**config.mk**
```make
export PLATFORM = sky130hd
export DESIGN_NAME = flash_config_error_ctrl
export DESIGN_NICKNAME = d
export VERILOG_FILES = /design/src/core/flash_cfg_pkg.sv /design/src/core/flash_config_error_ctrl.sv /design/src/core/sticky_flag.sv /design/src/core/erase_all_seq.sv
export VERILOG_INCLUDE_DIRS = /design/src /design/src/core
export SDC_FILE = /design/constraint.sdc
export NUM_CORES = 1
export LEC_CHECK = 0
export BUFFER_PORTS_ARGS = -buffer_cell sky130_fd_sc_hd__buf_2
export CORE_ASPECT_RATIO = 0.7
export CORE_MARGIN = 2
export CORE_UTILIZATION = 40
export CTS_CLUSTER_DIAMETER = 100
export DETAILED_ROUTE_END_ITERATION = 8
export PLACE_DENSITY = 0.69
export SLEW_MARGIN = 20
export SYNTH_ARGS = -nofsm -noshare
export SYNTH_HDL_FRONTEND = slang
export SYNTH_SLANG_ARGS = --single-unit
```
**constraint.sdc**
```tcl
create_clock -name clk -period 2 [get_ports clk]
set_input_delay 0.4 -clock clk [delete_from_list [all_inputs] [get_ports clk]]
set_output_delay 0.4 -clock clk [all_outputs]
set_load 0.01 [all_outputs]
```
**src/core/flash_cfg_params.svh**
```systemverilog
`ifndef FLASH_CFG_PARAMS_SVH
`define FLASH_CFG_PARAMS_SVH
`define OFS_FLASH_CONFIG 12'h000
`define OFS_ERR_IRQ_CONFIG 12'h004
`define OFS_FLASH_STATUS 12'h008
`define OFS_ERROR_FLAGS 12'h00c
`define OFS_IRQ_STATUS 12'h010
`define OFS_IRQ_MASK 12'h014
`define OFS_CMD_CTRL 12'h018
`define BIT_CMD_DONE_IRQ_EN 7
`define BIT_ERASE_ALL_REQ 5
`define BIT_IGNORE_SF 4
`define BIT_FORCE_DF 1
`define BIT_FORCE_SF 0
`define BIT_DF_IRQ_EN 1
`define BIT_SF_IRQ_EN 0
`define BIT_CMD_DONE 7
`define BIT_DF_FLAG 1
`define BIT_SF_FLAG 0
`define CFG_WR_MASK 8'h93
`define ERRCFG_WR_MASK 8'h03
`define RST_FLASH_CONFIG 8'h00
`define RST_ERR_IRQ_CONFIG 8'h00
`define RST_IRQ_MASK 8'h00
`define CMD_TIME_CYCLES 8'h10
`define ERASE_STEP_CYCLES 8'h08
`endif

```
**src/core/flash_cfg_pkg.sv**
```systemverilog
package flash_cfg_pkg;
  typedef enum logic [2:0] {
    ERA_IDLE = 3'b000,
    ERA_ERASE = 3'b001,
    ERA_VERIFY = 3'b010,
    ERA_PROG_SEC = 3'b011,
    ERA_UNSECURE = 3'b100
  } erase_state_t;
  typedef logic [7:0] reg8_t;
endpackage : flash_cfg_pkg

```
**src/core/flash_config_error_ctrl.sv**
```systemverilog
// Overview of operation
// - Command-done interrupt requested while enable and done flag set.
// - Config register: only four control bits writable; others read zero except bit 5, the erase-all status.
// - Erase-all status bit cannot be written by software.
// - Erase-all status sets on external request while command done.
// - Erase-all erases, verifies, programs security byte, then unsecures.
// - Erase-all status clears when the whole operation finishes.
// - Ignore-single-fault hides detected single faults and their interrupt, not forced ones.
// - Force-double-fault makes every array read set the double fault flag.
// - Force-double-fault stays set until software writes zero.
// - Force-single-fault makes every array read set the single flag.
// - Force-single-fault stays set until software writes zero.
// - Single-fault interrupt requested while its enable and flag are set.
// - Every implemented error-config bit is readable and writable.
// - Done flag reads one when finished; writing one starts a command.
// - Fault flags readable, cleared only by writing one.
`timescale 1ns/1ps
`include "flash_cfg_params.svh"
module flash_config_error_ctrl
  import flash_cfg_pkg::*;
(
  input wire logic clk,
  input wire logic rst_n,
  input wire logic hsel,
  input wire logic [31:0] haddr,
  input wire logic [1:0] htrans,
  input wire logic hwrite,
  input wire logic [2:0] hsize,
  input wire logic [31:0] hwdata,
  input wire logic hready,
  output logic hreadyout,
  output logic hresp,
  output logic [31:0] hrdata,
  input wire logic eraseAllReqPin,
  input wire logic arrayRead,
  input wire logic singleFaultDet,
  input wire logic doubleFaultDet,
  output logic cmdDoneIrq,
  output logic singleFaultIrq,
  output logic doubleFaultIrq,
  output logic irq,
  output logic [1:0] securityStateField,
  output logic securityProgram,
  output logic cmdBusy
);
  import flash_cfg_pkg::*;

  function automatic logic hit(input logic [11:0] a, input logic [11:0] ofs);
    hit = (a == ofs);
  endfunction : hit

  // Bus address phase capture
  logic wrPend_ff;
  logic rdPend_ff;
  logic [11:0] addr_ff;
  wire addrPhase = hsel & hready & htrans[1];
  always_ff @(posedge clk or negedge rst_n) begin
    if (!rst_n) begin
      wrPend_ff <= 1'b0;
      rdPend_ff <= 1'b0;
      addr_ff <= 12'h000;
    end else begin
      wrPend_ff <= addrPhase & hwrite;
      rdPend_ff <= addrPhase & ~hwrite;
      if (addrPhase) addr_ff <= haddr[11:0];
    end
  end
  assign hreadyout = 1'b1;
  assign hresp = 1'b0;

  wire wrCfg = wrPend_ff & hit(addr_ff, `OFS_FLASH_CONFIG);
  wire wrErrCfg = wrPend_ff & hit(addr_ff, `OFS_ERR_IRQ_CONFIG);
  wire wrStat = wrPend_ff & hit(addr_ff, `OFS_FLASH_STATUS);
  wire wrErrFlags = wrPend_ff & hit(addr_ff, `OFS_ERROR_FLAGS);
  wire wrIrqStat = wrPend_ff & hit(addr_ff, `OFS_IRQ_STATUS);
  wire wrIrqMask = wrPend_ff & hit(addr_ff, `OFS_IRQ_MASK);

  // Pin synchroniser, first stage read only by the second
  logic eraseSync1_ff;
  logic eraseSync2_ff;
  always_ff @(posedge clk or negedge rst_n) begin
    if (!rst_n) begin
      eraseSync1_ff <= 1'b0;
      eraseSync2_ff <= 1'b0;
    end else begin
      eraseSync1_ff <= eraseAllReqPin;
      eraseSync2_ff <= eraseSync1_ff;
    end
  end

  // Configuration registers
  reg8_t cfg_ff;
  reg8_t errCfg_ff;
  reg8_t irqMask_ff;
  reg8_t nxt_cfg;
  assign nxt_cfg = wrCfg ? (hwdata[7:0] & `CFG_WR_MASK) : cfg_ff;
  always_ff @(posedge clk or negedge rst_n) begin
    if (!rst_n) begin
      cfg_ff <= `RST_FLASH_CONFIG;
      errCfg_ff <= `RST_ERR_IRQ_CONFIG;
      irqMask_ff <= `RST_IRQ_MASK;
    end else begin
      // Force bits change only on software write
      cfg_ff <= nxt_cfg;
      if (wrErrCfg) errCfg_ff <= hwdata[7:0] & `ERRCFG_WR_MASK;
      if (wrIrqMask) irqMask_ff <= {5'h00, hwdata[2:0]};
    end
  end
  wire cmdDoneIe = cfg_ff[`BIT_CMD_DONE_IRQ_EN];
  wire ignoreSf = cfg_ff[`BIT_IGNORE_SF];
  wire forceDf = cfg_ff[`BIT_FORCE_DF];
  wire forceSf = cfg_ff[`BIT_FORCE_SF];
  wire sfIe = errCfg_ff[`BIT_SF_IRQ_EN];
  wire dfIe = errCfg_ff[`BIT_DF_IRQ_EN];
  wire [7:0] wrByte = hwdata[7:0];
  property p_cfg_wr;
    @(posedge clk) disable iff (!rst_n)
    wrCfg |=> cfg_ff == ($past(wrByte) & `CFG_WR_MASK);
  endproperty
  a_cfg_wr: assert property (p_cfg_wr)
    else $error("cfg write lost");
  property p_errcfg_wr;
    @(posedge clk) disable iff (!rst_n)
    wrErrCfg |=> errCfg_ff == ($past(wrByte) & `ERRCFG_WR_MASK);
  endproperty
  a_errcfg_wr: assert property (p_errcfg_wr)
    else $error("error cfg write lost");
  property p_cfg_hold;
    @(posedge clk) disable iff (!rst_n)
    !wrCfg |=> $stable(cfg_ff);
  endproperty
  a_cfg_hold: assert property (p_cfg_hold)
    else $error("cfg changed without write");
  property p_fsf_hold;
    @(posedge clk) disable iff (!rst_n)
    (forceSf & ~wrCfg) |=> forceSf;
  endproperty
  a_fsf_hold: assert property (p_fsf_hold)
    else $error("single force lost");

  // Command done flag and simple command timer
  logic cmdDone_ff;
  logic [7:0] cmdCnt_ff;
  logic eraseReq_ff;
  logic eraseBusy;
  logic eraseDone;
  logic eraseUnsec;
  wire launch = wrStat & hwdata[`BIT_CMD_DONE] & cmdDone_ff;
  // Erase-all accepted only while no command runs
  wire eraseStart = eraseSync2_ff & cmdDone_ff & ~eraseReq_ff & ~launch;
  wire cmdEnd = (cmdCnt_ff == 8'h01);
  always_ff @(posedge clk or negedge rst_n) begin
    if (!rst_n) begin
      cmdDone_ff <= 1'b1;
      cmdCnt_ff <= 8'h00;
    end else if (launch) begin
      cmdDone_ff <= 1'b0;
      cmdCnt_ff <= `CMD_TIME_CYCLES;
    end else if (eraseStart) begin
      cmdDone_ff <= 1'b0;
    end else begin
      if (cmdCnt_ff != 8'h00) cmdCnt_ff <= cmdCnt_ff - 8'h01;
      if (cmdEnd | eraseDone) cmdDone_ff <= 1'b1;
    end
  end
  assign cmdBusy = ~cmdDone_ff;
  property p_cmd_end;
    @(posedge clk) disable iff (!rst_n)
    launch |-> ##17 cmdDone_ff;
  endproperty
  a_cmd_end: assert property (p_cmd_end)
    else $error("command did not finish");

  // Erase-all request status, hardware only
  always_ff @(posedge clk or negedge rst_n) begin
    if (!rst_n) eraseReq_ff <= 1'b0;
    else if (eraseStart) eraseReq_ff <= 1'b1;
    else if (eraseDone) eraseReq_ff <= 1'b0;
  end
  property p_erase_ro;
    @(posedge clk) disable iff (!rst_n)
    (wrCfg & ~eraseStart & ~eraseDone) |=> $stable(eraseReq_ff);
  endproperty
  a_erase_ro: assert property (p_erase_ro)
    else $error("erase status written");
  property p_erase_src;
    @(posedge clk) disable iff (!rst_n)
    $rose(eraseReq_ff) |-> $past(eraseStart);
  endproperty
  a_erase_src: assert property (p_erase_src)
    else $error("erase status set without request");

  erase_all_seq u_seq (
    .clk(clk),
    .rst_n(rst_n),
    .start(eraseStart),
    .busy(eraseBusy),
    .progSecurity(securityProgram),
    .setUnsecure(eraseUnsec),
    .done(eraseDone)
  );

  // Live security field; secured until unsecure step runs
  logic [1:0] sec_ff;
  always_ff @(posedge clk or negedge rst_n) begin
    if (!rst_n) sec_ff <= 2'b01;
    else if (eraseUnsec) sec_ff <= 2'b10;
  end
  assign securityStateField = sec_ff;
  property p_erase_len;
    @(posedge clk) disable iff (!rst_n)
    eraseStart |-> ##25 eraseDone;
  endproperty
  a_erase_len: assert property (p_erase_len)
    else $error("erase sequence length");
  property p_unsec_prog;
    @(posedge clk) disable iff (!rst_n)
    eraseUnsec |-> $past(securityProgram);
  endproperty
  a_unsec_prog: assert property (p_unsec_prog)
    else $error("unsecure before program");

  // Fault flags
  wire sfSet = arrayRead &
    ((singleFaultDet & ~ignoreSf) | forceSf);
  wire dfSet = arrayRead & (doubleFaultDet | forceDf);
  logic sfFlag;
  logic dfFlag;
  sticky_flag u_sf (
    .clk(clk),
    .rst_n(rst_n),
    .setEv(sfSet),
    .clrEv(wrErrFlags & hwdata[`BIT_SF_FLAG]),
    .flag(sfFlag)
  );
  sticky_flag u_df (
    .clk(clk),
    .rst_n(rst_n),
    .setEv(dfSet),
    .clrEv(wrErrFlags & hwdata[`BIT_DF_FLAG]),
    .flag(dfFlag)
  );

  property p_sf_real;
    @(posedge clk) disable iff (!rst_n)
    (arrayRead & singleFaultDet & ~ignoreSf) |=> sfFlag;
  endproperty
  a_sf_real: assert property (p_sf_real)
    else $error("single fault not reported");
  property p_sf_force;
    @(posedge clk) disable iff (!rst_n)
    (arrayRead & forceSf) |=> sfFlag;
  endproperty
  a_sf_force: assert property (p_sf_force)
    else $error("single fault not forced");
  property p_sf_idle;
    @(posedge clk) disable iff (!rst_n)
    (~sfFlag & ~sfSet) |=> ~sfFlag;
  endproperty
  a_sf_idle: assert property (p_sf_idle)
    else $error("single flag set without read");
  property p_df_idle;
    @(posedge clk) disable iff (!rst_n)
    (~dfFlag & ~dfSet) |=> ~dfFlag;
  endproperty
  a_df_idle: assert property (p_df_idle)
    else $error("double flag set without read");
  property p_sf_clr;
    @(posedge clk) disable iff (!rst_n)
    (wrErrFlags & wrByte[`BIT_SF_FLAG] & ~sfSet) |=> ~sfFlag;
  endproperty
  a_sf_clr: assert property (p_sf_clr)
    else $error("single flag not cleared");
  property p_df_clr;
    @(posedge clk) disable iff (!rst_n)
    (wrErrFlags & wrByte[`BIT_DF_FLAG] & ~dfSet) |=> ~dfFlag;
  endproperty
  a_df_clr: assert property (p_df_clr)
    else $error("double flag not cleared");
  // Level requests
  assign cmdDoneIrq = cmdDone_ff & cmdDoneIe;
  assign singleFaultIrq = sfFlag & sfIe;
  assign doubleFaultIrq = dfFlag & dfIe;

  // Sticky event status, write one to clear
  logic [2:0] evStat_ff;
  logic cmdDoneQ_ff;
  wire [2:0] evSet = {dfSet, sfSet, cmdDone_ff & ~cmdDoneQ_ff};
  wire [2:0] evClr = wrIrqStat ? hwdata[2:0] : 3'b000;
  always_ff @(posedge clk or negedge rst_n) begin
    if (!rst_n) begin
      evStat_ff <= 3'b000;
      cmdDoneQ_ff <= 1'b1;
    end else begin
      evStat_ff <= evSet | (evStat_ff & ~evClr);
      cmdDoneQ_ff <= cmdDone_ff;
    end
  end
  assign irq = |(evStat_ff & irqMask_ff[2:0]);

  // Read mux
  reg8_t cfgRd;
  assign cfgRd = cfg_ff | (eraseReq_ff ? 8'h20 : 8'h00);
  wire [7:0] rdSel =
    hit(addr_ff, `OFS_FLASH_CONFIG) ? cfgRd :
    hit(addr_ff, `OFS_ERR_IRQ_CONFIG) ? errCfg_ff :
    hit(addr_ff, `OFS_FLASH_STATUS) ? {cmdDone_ff, 4'h0, eraseBusy, 2'b00} :
    hit(addr_ff, `OFS_ERROR_FLAGS) ? {6'h00, dfFlag, sfFlag} :
    hit(addr_ff, `OFS_IRQ_STATUS) ? {5'h00, evStat_ff} :
    hit(addr_ff, `OFS_IRQ_MASK) ? irqMask_ff : 8'h00;
  assign hrdata = rdPend_ff ? {24'h000000, rdSel} : 32'h00000000;

  property p_cfg_ro;
    @(posedge clk) disable iff (!rst_n)
    wrCfg |=> ((cfg_ff & 8'h6c) == 8'h00);
  endproperty
  a_cfg_ro: assert property (p_cfg_ro)
    else $error("cfg reserved set");
  property p_force_hold;
    @(posedge clk) disable iff (!rst_n)
    (forceDf & ~wrCfg) |=> forceDf;
  endproperty
  a_force_hold: assert property (p_force_hold)
    else $error("force lost");
  property p_df_force;
    @(posedge clk) disable iff (!rst_n)
    (arrayRead & forceDf) |=> dfFlag;
  endproperty
  a_df_force: assert property (p_df_force)
    else $error("df not forced");
  property p_sf_ign;
    @(posedge clk) disable iff (!rst_n)
    (~sfFlag & arrayRead & ignoreSf & ~forceSf) |=> ~sfFlag;
  endproperty
  a_sf_ign: assert property (p_sf_ign)
    else $error("sf not ignored");
  property p_erase_set;
    @(posedge clk) disable iff (!rst_n)
    eraseStart |=> eraseReq_ff & ~cmdDone_ff;
  endproperty
  a_erase_set: assert property (p_erase_set)
    else $error("erase no set");
  property p_erase_clr;
    @(posedge clk) disable iff (!rst_n)
    eraseDone |=> ~eraseReq_ff && sec_ff == 2'b10;
  endproperty
  a_erase_clr: assert property (p_erase_clr)
    else $error("erase no clr");
  property p_cc_irq;
    @(posedge clk) disable iff (!rst_n)
    cmdDoneIrq == (cmdDone_ff && cfg_ff[7]);
  endproperty
  a_cc_irq: assert property (p_cc_irq)
    else $error("cc irq bad");
  property p_launch;
    @(posedge clk) disable iff (!rst_n)
    launch |=> ~cmdDone_ff [*8];
  endproperty
  a_launch: assert property (p_launch)
    else $error("launch bad");
endmodule : flash_config_error_ctrl

```
**src/core/sticky_flag.sv**
```systemverilog
`timescale 1ns/1ps
module sticky_flag (
  input wire logic clk,
  input wire logic rst_n,
  input wire logic setEv,
  input wire logic clrEv,
  output logic flag
);
  logic flag_ff;
  logic nxt_flag;
  // Set beats clear so a same-cycle event is kept
  assign nxt_flag = setEv | (flag_ff & ~clrEv);
  always_ff @(posedge clk or negedge rst_n) begin
    if (!rst_n) flag_ff <= 1'b0;
    else flag_ff <= nxt_flag;
  end
  assign flag = flag_ff;
endmodule : sticky_flag

```
**src/core/erase_all_seq.sv**
```systemverilog
`timescale 1ns/1ps
`include "flash_cfg_params.svh"
module erase_all_seq
  import flash_cfg_pkg::*;
(
  input wire logic clk,
  input wire logic rst_n,
  input wire logic start,
  output logic busy,
  output logic progSecurity,
  output logic setUnsecure,
  output logic done
);
  import flash_cfg_pkg::*;
  erase_state_t state_ff;
  erase_state_t nxt_state;
  logic [7:0] cnt_ff;
  logic [7:0] nxt_cnt;
  wire stepEnd = (cnt_ff == `ERASE_STEP_CYCLES - 8'h01);
  always_comb begin
    nxt_state = state_ff;
    nxt_cnt = stepEnd ? 8'h00 : cnt_ff + 8'h01;
    unique case (state_ff)
      ERA_IDLE: begin
        nxt_cnt = 8'h00;
        if (start) nxt_state = ERA_ERASE;
      end
      ERA_ERASE: if (stepEnd) nxt_state = ERA_VERIFY;
      ERA_VERIFY: if (stepEnd) nxt_state = ERA_PROG_SEC;
      ERA_PROG_SEC: if (stepEnd) nxt_state = ERA_UNSECURE;
      ERA_UNSECURE: begin
        nxt_cnt = 8'h00;
        nxt_state = ERA_IDLE;
      end
      default: begin
        nxt_cnt = 8'h00;
        nxt_state = ERA_IDLE;
      end
    endcase
  end
  always_ff @(posedge clk or negedge rst_n) begin
    if (!rst_n) begin
      state_ff <= ERA_IDLE;
      cnt_ff <= 8'h00;
    end else begin
      state_ff <= nxt_state;
      cnt_ff <= nxt_cnt;
    end
  end
  // Erase, verify, program security byte, then unsecure
  assign busy = (state_ff != ERA_IDLE);
  assign progSecurity = (state_ff == ERA_PROG_SEC) & stepEnd;
  assign setUnsecure = (state_ff == ERA_UNSECURE);
  assign done = (state_ff == ERA_UNSECURE);
endmodule : erase_all_seq

```
==> flow_metrics.py <==
metrics = {
    "run_status": {
        "outcome": "finished with violations",
        "violations": "setup timing",
    },
    "timing": {
        "fin_crit_sh_pct": 111,
        "finalSetupViolCount": 7,
        "layout_min_cycle_time_ns": 2.22,
        "fmax_mhz": 451,
        "maxSlewViolCount": 0,
        "rsz0062_at_grt": "yes",
        "fin_skew_ns": 0.0118,
        "finalWorstSetupSlack_ns": -0.219,
        "max_slew_margin_pct": 64.7,
        "finalSetupTns_ns": -0.888,
        "hold_viol": 0,
        "max_slew.worst_pin.slew_ns": 0.526,
    },
    "worst_hold_path": {
        "min_path_type": "primary input to async pin",
    },
    "logic_synthesis": {
        "yosys_most_used_dff": "dfrtp_1",
        "synth_top_family_by_area": "simple AND/OR/NAND/NOR gates",
        "synthXorXnorAreaFrac_pct": 3.66,
        "synth_edf_count": 0,
        "ys_seq_area_share_pct": 47.2,
        "muxShareOfSynthArea_pct": 9.28,
        "synth_cell_types": 46,
        "synthAdderAreaFrac_pct": 1.31,
        "synth.area.top_cells": "dfrtp_1 44%, mux2_2 8.2%, buf_4 7.6%",
        "ys_seq_elements": 54,
        "synth-compound-area-share_pct": 7.88,
        "yosys.area_share.simple_pct": 20.5,
        "yosysWarnings": 0,
        "syn_avg_cell_area_um2": 10.8,
        "ys_async_sr_fraction_pct": 100,
        "syn_area_um2": 2870,
        "syn_inst": 265,
        "synth_top_area_share_pct": 44.4,
        "synth_top_area_cell": "dfrtp_1",
    },
    "clocking": {
        "clock-sinks": 54,
        "clk_path_buf_depth": 2,
        "clkTransAtPathRegs_ns": 0.10,
        "cts-htree-levels": 2,
        "cts_tree": "built",
        "hold_buffers": 0,
        "clock_latency_ns": 0.31,
        "root_buffer": "clkbuf_8",
        "cts_buffers": 5,
    },
    "setup_path": {
        "critPathLaunch": "addr_ff[1]",
        "cp_max_fo": 2,
        "r2r_cells": 6,
        "cp-end-kind": "output pin",
        "rrSetupSlack_ns": 0.15,
        "cp_data_required_time_ns": 1.60,
        "critPathLaunchType": "flop",
        "path_class": "flop to output pin",
        "regToRegEndpoint": "cfg_ff[1]",
        "regToRegStartpoint": "addr_ff[4]",
        "arrival_ns": 1.82,
    },
    "placement": {
        "port_buffers": 40,
        "hpwlAfterDp_mm": 4.30,
        "gp_congestion": 0.840,
        "place_ws_ns": 0.000671,
    },
    "pwr": {
        "p_int_uw": 1890,
        "power_frac_comb_pct": 20.3,
        "switching_share_pct": 29.6,
        "switching_power_uw": 796,
        "seqPwrFrac_pct": 51.3,
        "vdd_drop_max_mv": 0.312,
        "leakage_uw": 0.00159,
        "p_per_area_nw_per_um2": 782,
        "p_clk_share_pct": 28.4,
    },
    "finish": {
        "areaGrowthSynthToFinish_pct": 19.8,
        "multiInputGateArea_um2": 1430,
        "fin_util_pct": 50.2,
        "drive_gt1_share_pct": 37.4,
        "fin_nets": 406,
        "fill_cells": 625,
        "ff_latch_area_um2": 1360,
        "diodes": 0,
    },
    "die": {
        "die_h_um": 74.9,
        "ios": 120,
        "floorplan.initialDensity_pct": 41.9,
        "dieArea_um2": 7890,
        "die_x_um": 105,
        "fp.coreArea_um2": 6850,
        "rows": 25,
    },
    "routing": {
        "ant_nets": 0,
        "vias_per_cell": 4.90,
        "drcViolationCount": 0,
        "finalWirelength_mm": 5.80,
        "wl_per_cell_um": 13.8,
        "first_iter_violations": 81,
        "dr_total_vias": 2056,
        "first_pass_iters": 6,
    },
    "global_route": {
        "antenna_found_initial": 0,
        "grt_pass1_wl_mm": 9.74,
        "grt.total_usage_pct": 15.7,
        "grt_remaining_overflow": 0,
        "grt_pass1_vias": 2013,
        "grt_max_degree": 35,
    },
    "flow_run": {
        "maxCapViolCount": 0,
    },
}
[worst max-delay path, cell delays in order (launching register included)]
cell,delay (ns)
dfrtp_1,0.42
nor4b_4,0.34
o31ai_2,0.12
a221o_1,0.33
a21oi_2,0.15
buf_2,0.15
[per-layer routing]
metal,share of wire [%],GRT usage (%)
met5,0,0
met2,47,25.4
met4,1.6,5.78
met3,3.9,3.55
met1,48,21.2
[final cells by class]
type	count	area share (%)
Inverter	13	1.42
Sequential cell	54	39.4
Multi-Input combinational cell	190	41.5
Clock inverter	1	0.872
Tap cell	94	3.42
Clock buffer	7	2.51
Timing Repair Buffer	61	10.9
[how the worst max path moves through the flow]
stage | to | cells after the start
after floorplan | securityProgram | 4
after global placement | securityProgram | 5
after detailed placement | securityProgram | 5
after CTS | hrdata[2] | 5
after global routing | hrdata[2] | 5
final | hrdata[2] | 5
[power groups by stage]
stage / registers, uW / clock network [uW] / logic, uW
after floorplan: 1370 / 0 / 392
after CTS: 1380 / 791 / 533
after detailed placement: 1390 / 0 / 510
after global routing: 1400 / 831 / 605
final: 1380 / 763 / 546
after global placement: 1380 / 0 / 491
[state kept, by name, indices dropped and copies added, names as in the netlist, 2 cells and up]
register	count
addr_ff	12
cfg_ff	4
cmdCnt_ff	8
errCfg_ff	2
evStat_ff	3
irqMask_ff	3
securityStateField	2
u_seq.cnt_ff	8
u_seq.state_ff	3
[through the flow]
stage | cell area, um2 | hold WS (ns) | std cells | total power [uW]
after detailed placement | 3190 | 0.350 | 408 | 1900
after global routing | 3440 | 0.0557 | 420 | 2830
after floorplan | 2970 | 0.104 | 291 | 1760
after CTS | 3390 | 0.0480 | 418 | 2700
after global placement | 3190 | 0.332 | 408 | 1870
final | 3440 | 0.0395 | 420 | 2690
[Yosys cell counts (all sizes together), types with 4 or more instances]
| cell type | number |
|---|---|
| xor2 | 5 |
| o21ai | 7 |
| nand3 | 10 |
| nand2 | 8 |
| nor2 | 25 |
| a22oi | 4 |
| nand4 | 7 |
| buf | 30 |
| nor3 | 10 |
| xnor2 | 7 |
| and2 | 6 |
| clkbuf | 4 |
| dfrtp | 51 |
| mux2 | 21 |
| inv | 13 |
| and3 | 6 |
| nor4b | 4 |
[kinds of logic (layout without fill, tap and decap cells)]
kind of cell,count (synthesis),in the layout
AND/OR/NAND/NOR,96,96
AO/OA/AOI/OAI,27,27
XOR/XNOR,12,12
adder cells (fa/ha/maj),3,3
flip-flops,54,54
buffers and inverters,47,82
other,2,28
multiplexers,24,24
[layout by cell type (no fill, tap or decap), types with 6 or more instances in the layout]
cell type  Yosys  final
and3_1         6      6
nor3_1         9      6
nand3_1       10      8
conb_1         2     28
nand4_1        7      7
inv_1         13     13
dfrtp_1       51     51
buf_2          1     40
xnor2_1        7      7
nand2_1        8      7
nor2_1        23     23
clkbuf_8       0      6
mux2_2        21     21
o21ai_0        7      7
buf_4         29     19
[repair_timing]
item	in CTS	in global routing
endpoints found under the hold margin	0	0
pin swaps	11	1
resized for setup	13	8
endpoints found under the setup margin	7	11
buffers inserted	2	2
Note: power is estimated with default switching activity, not from simulation.
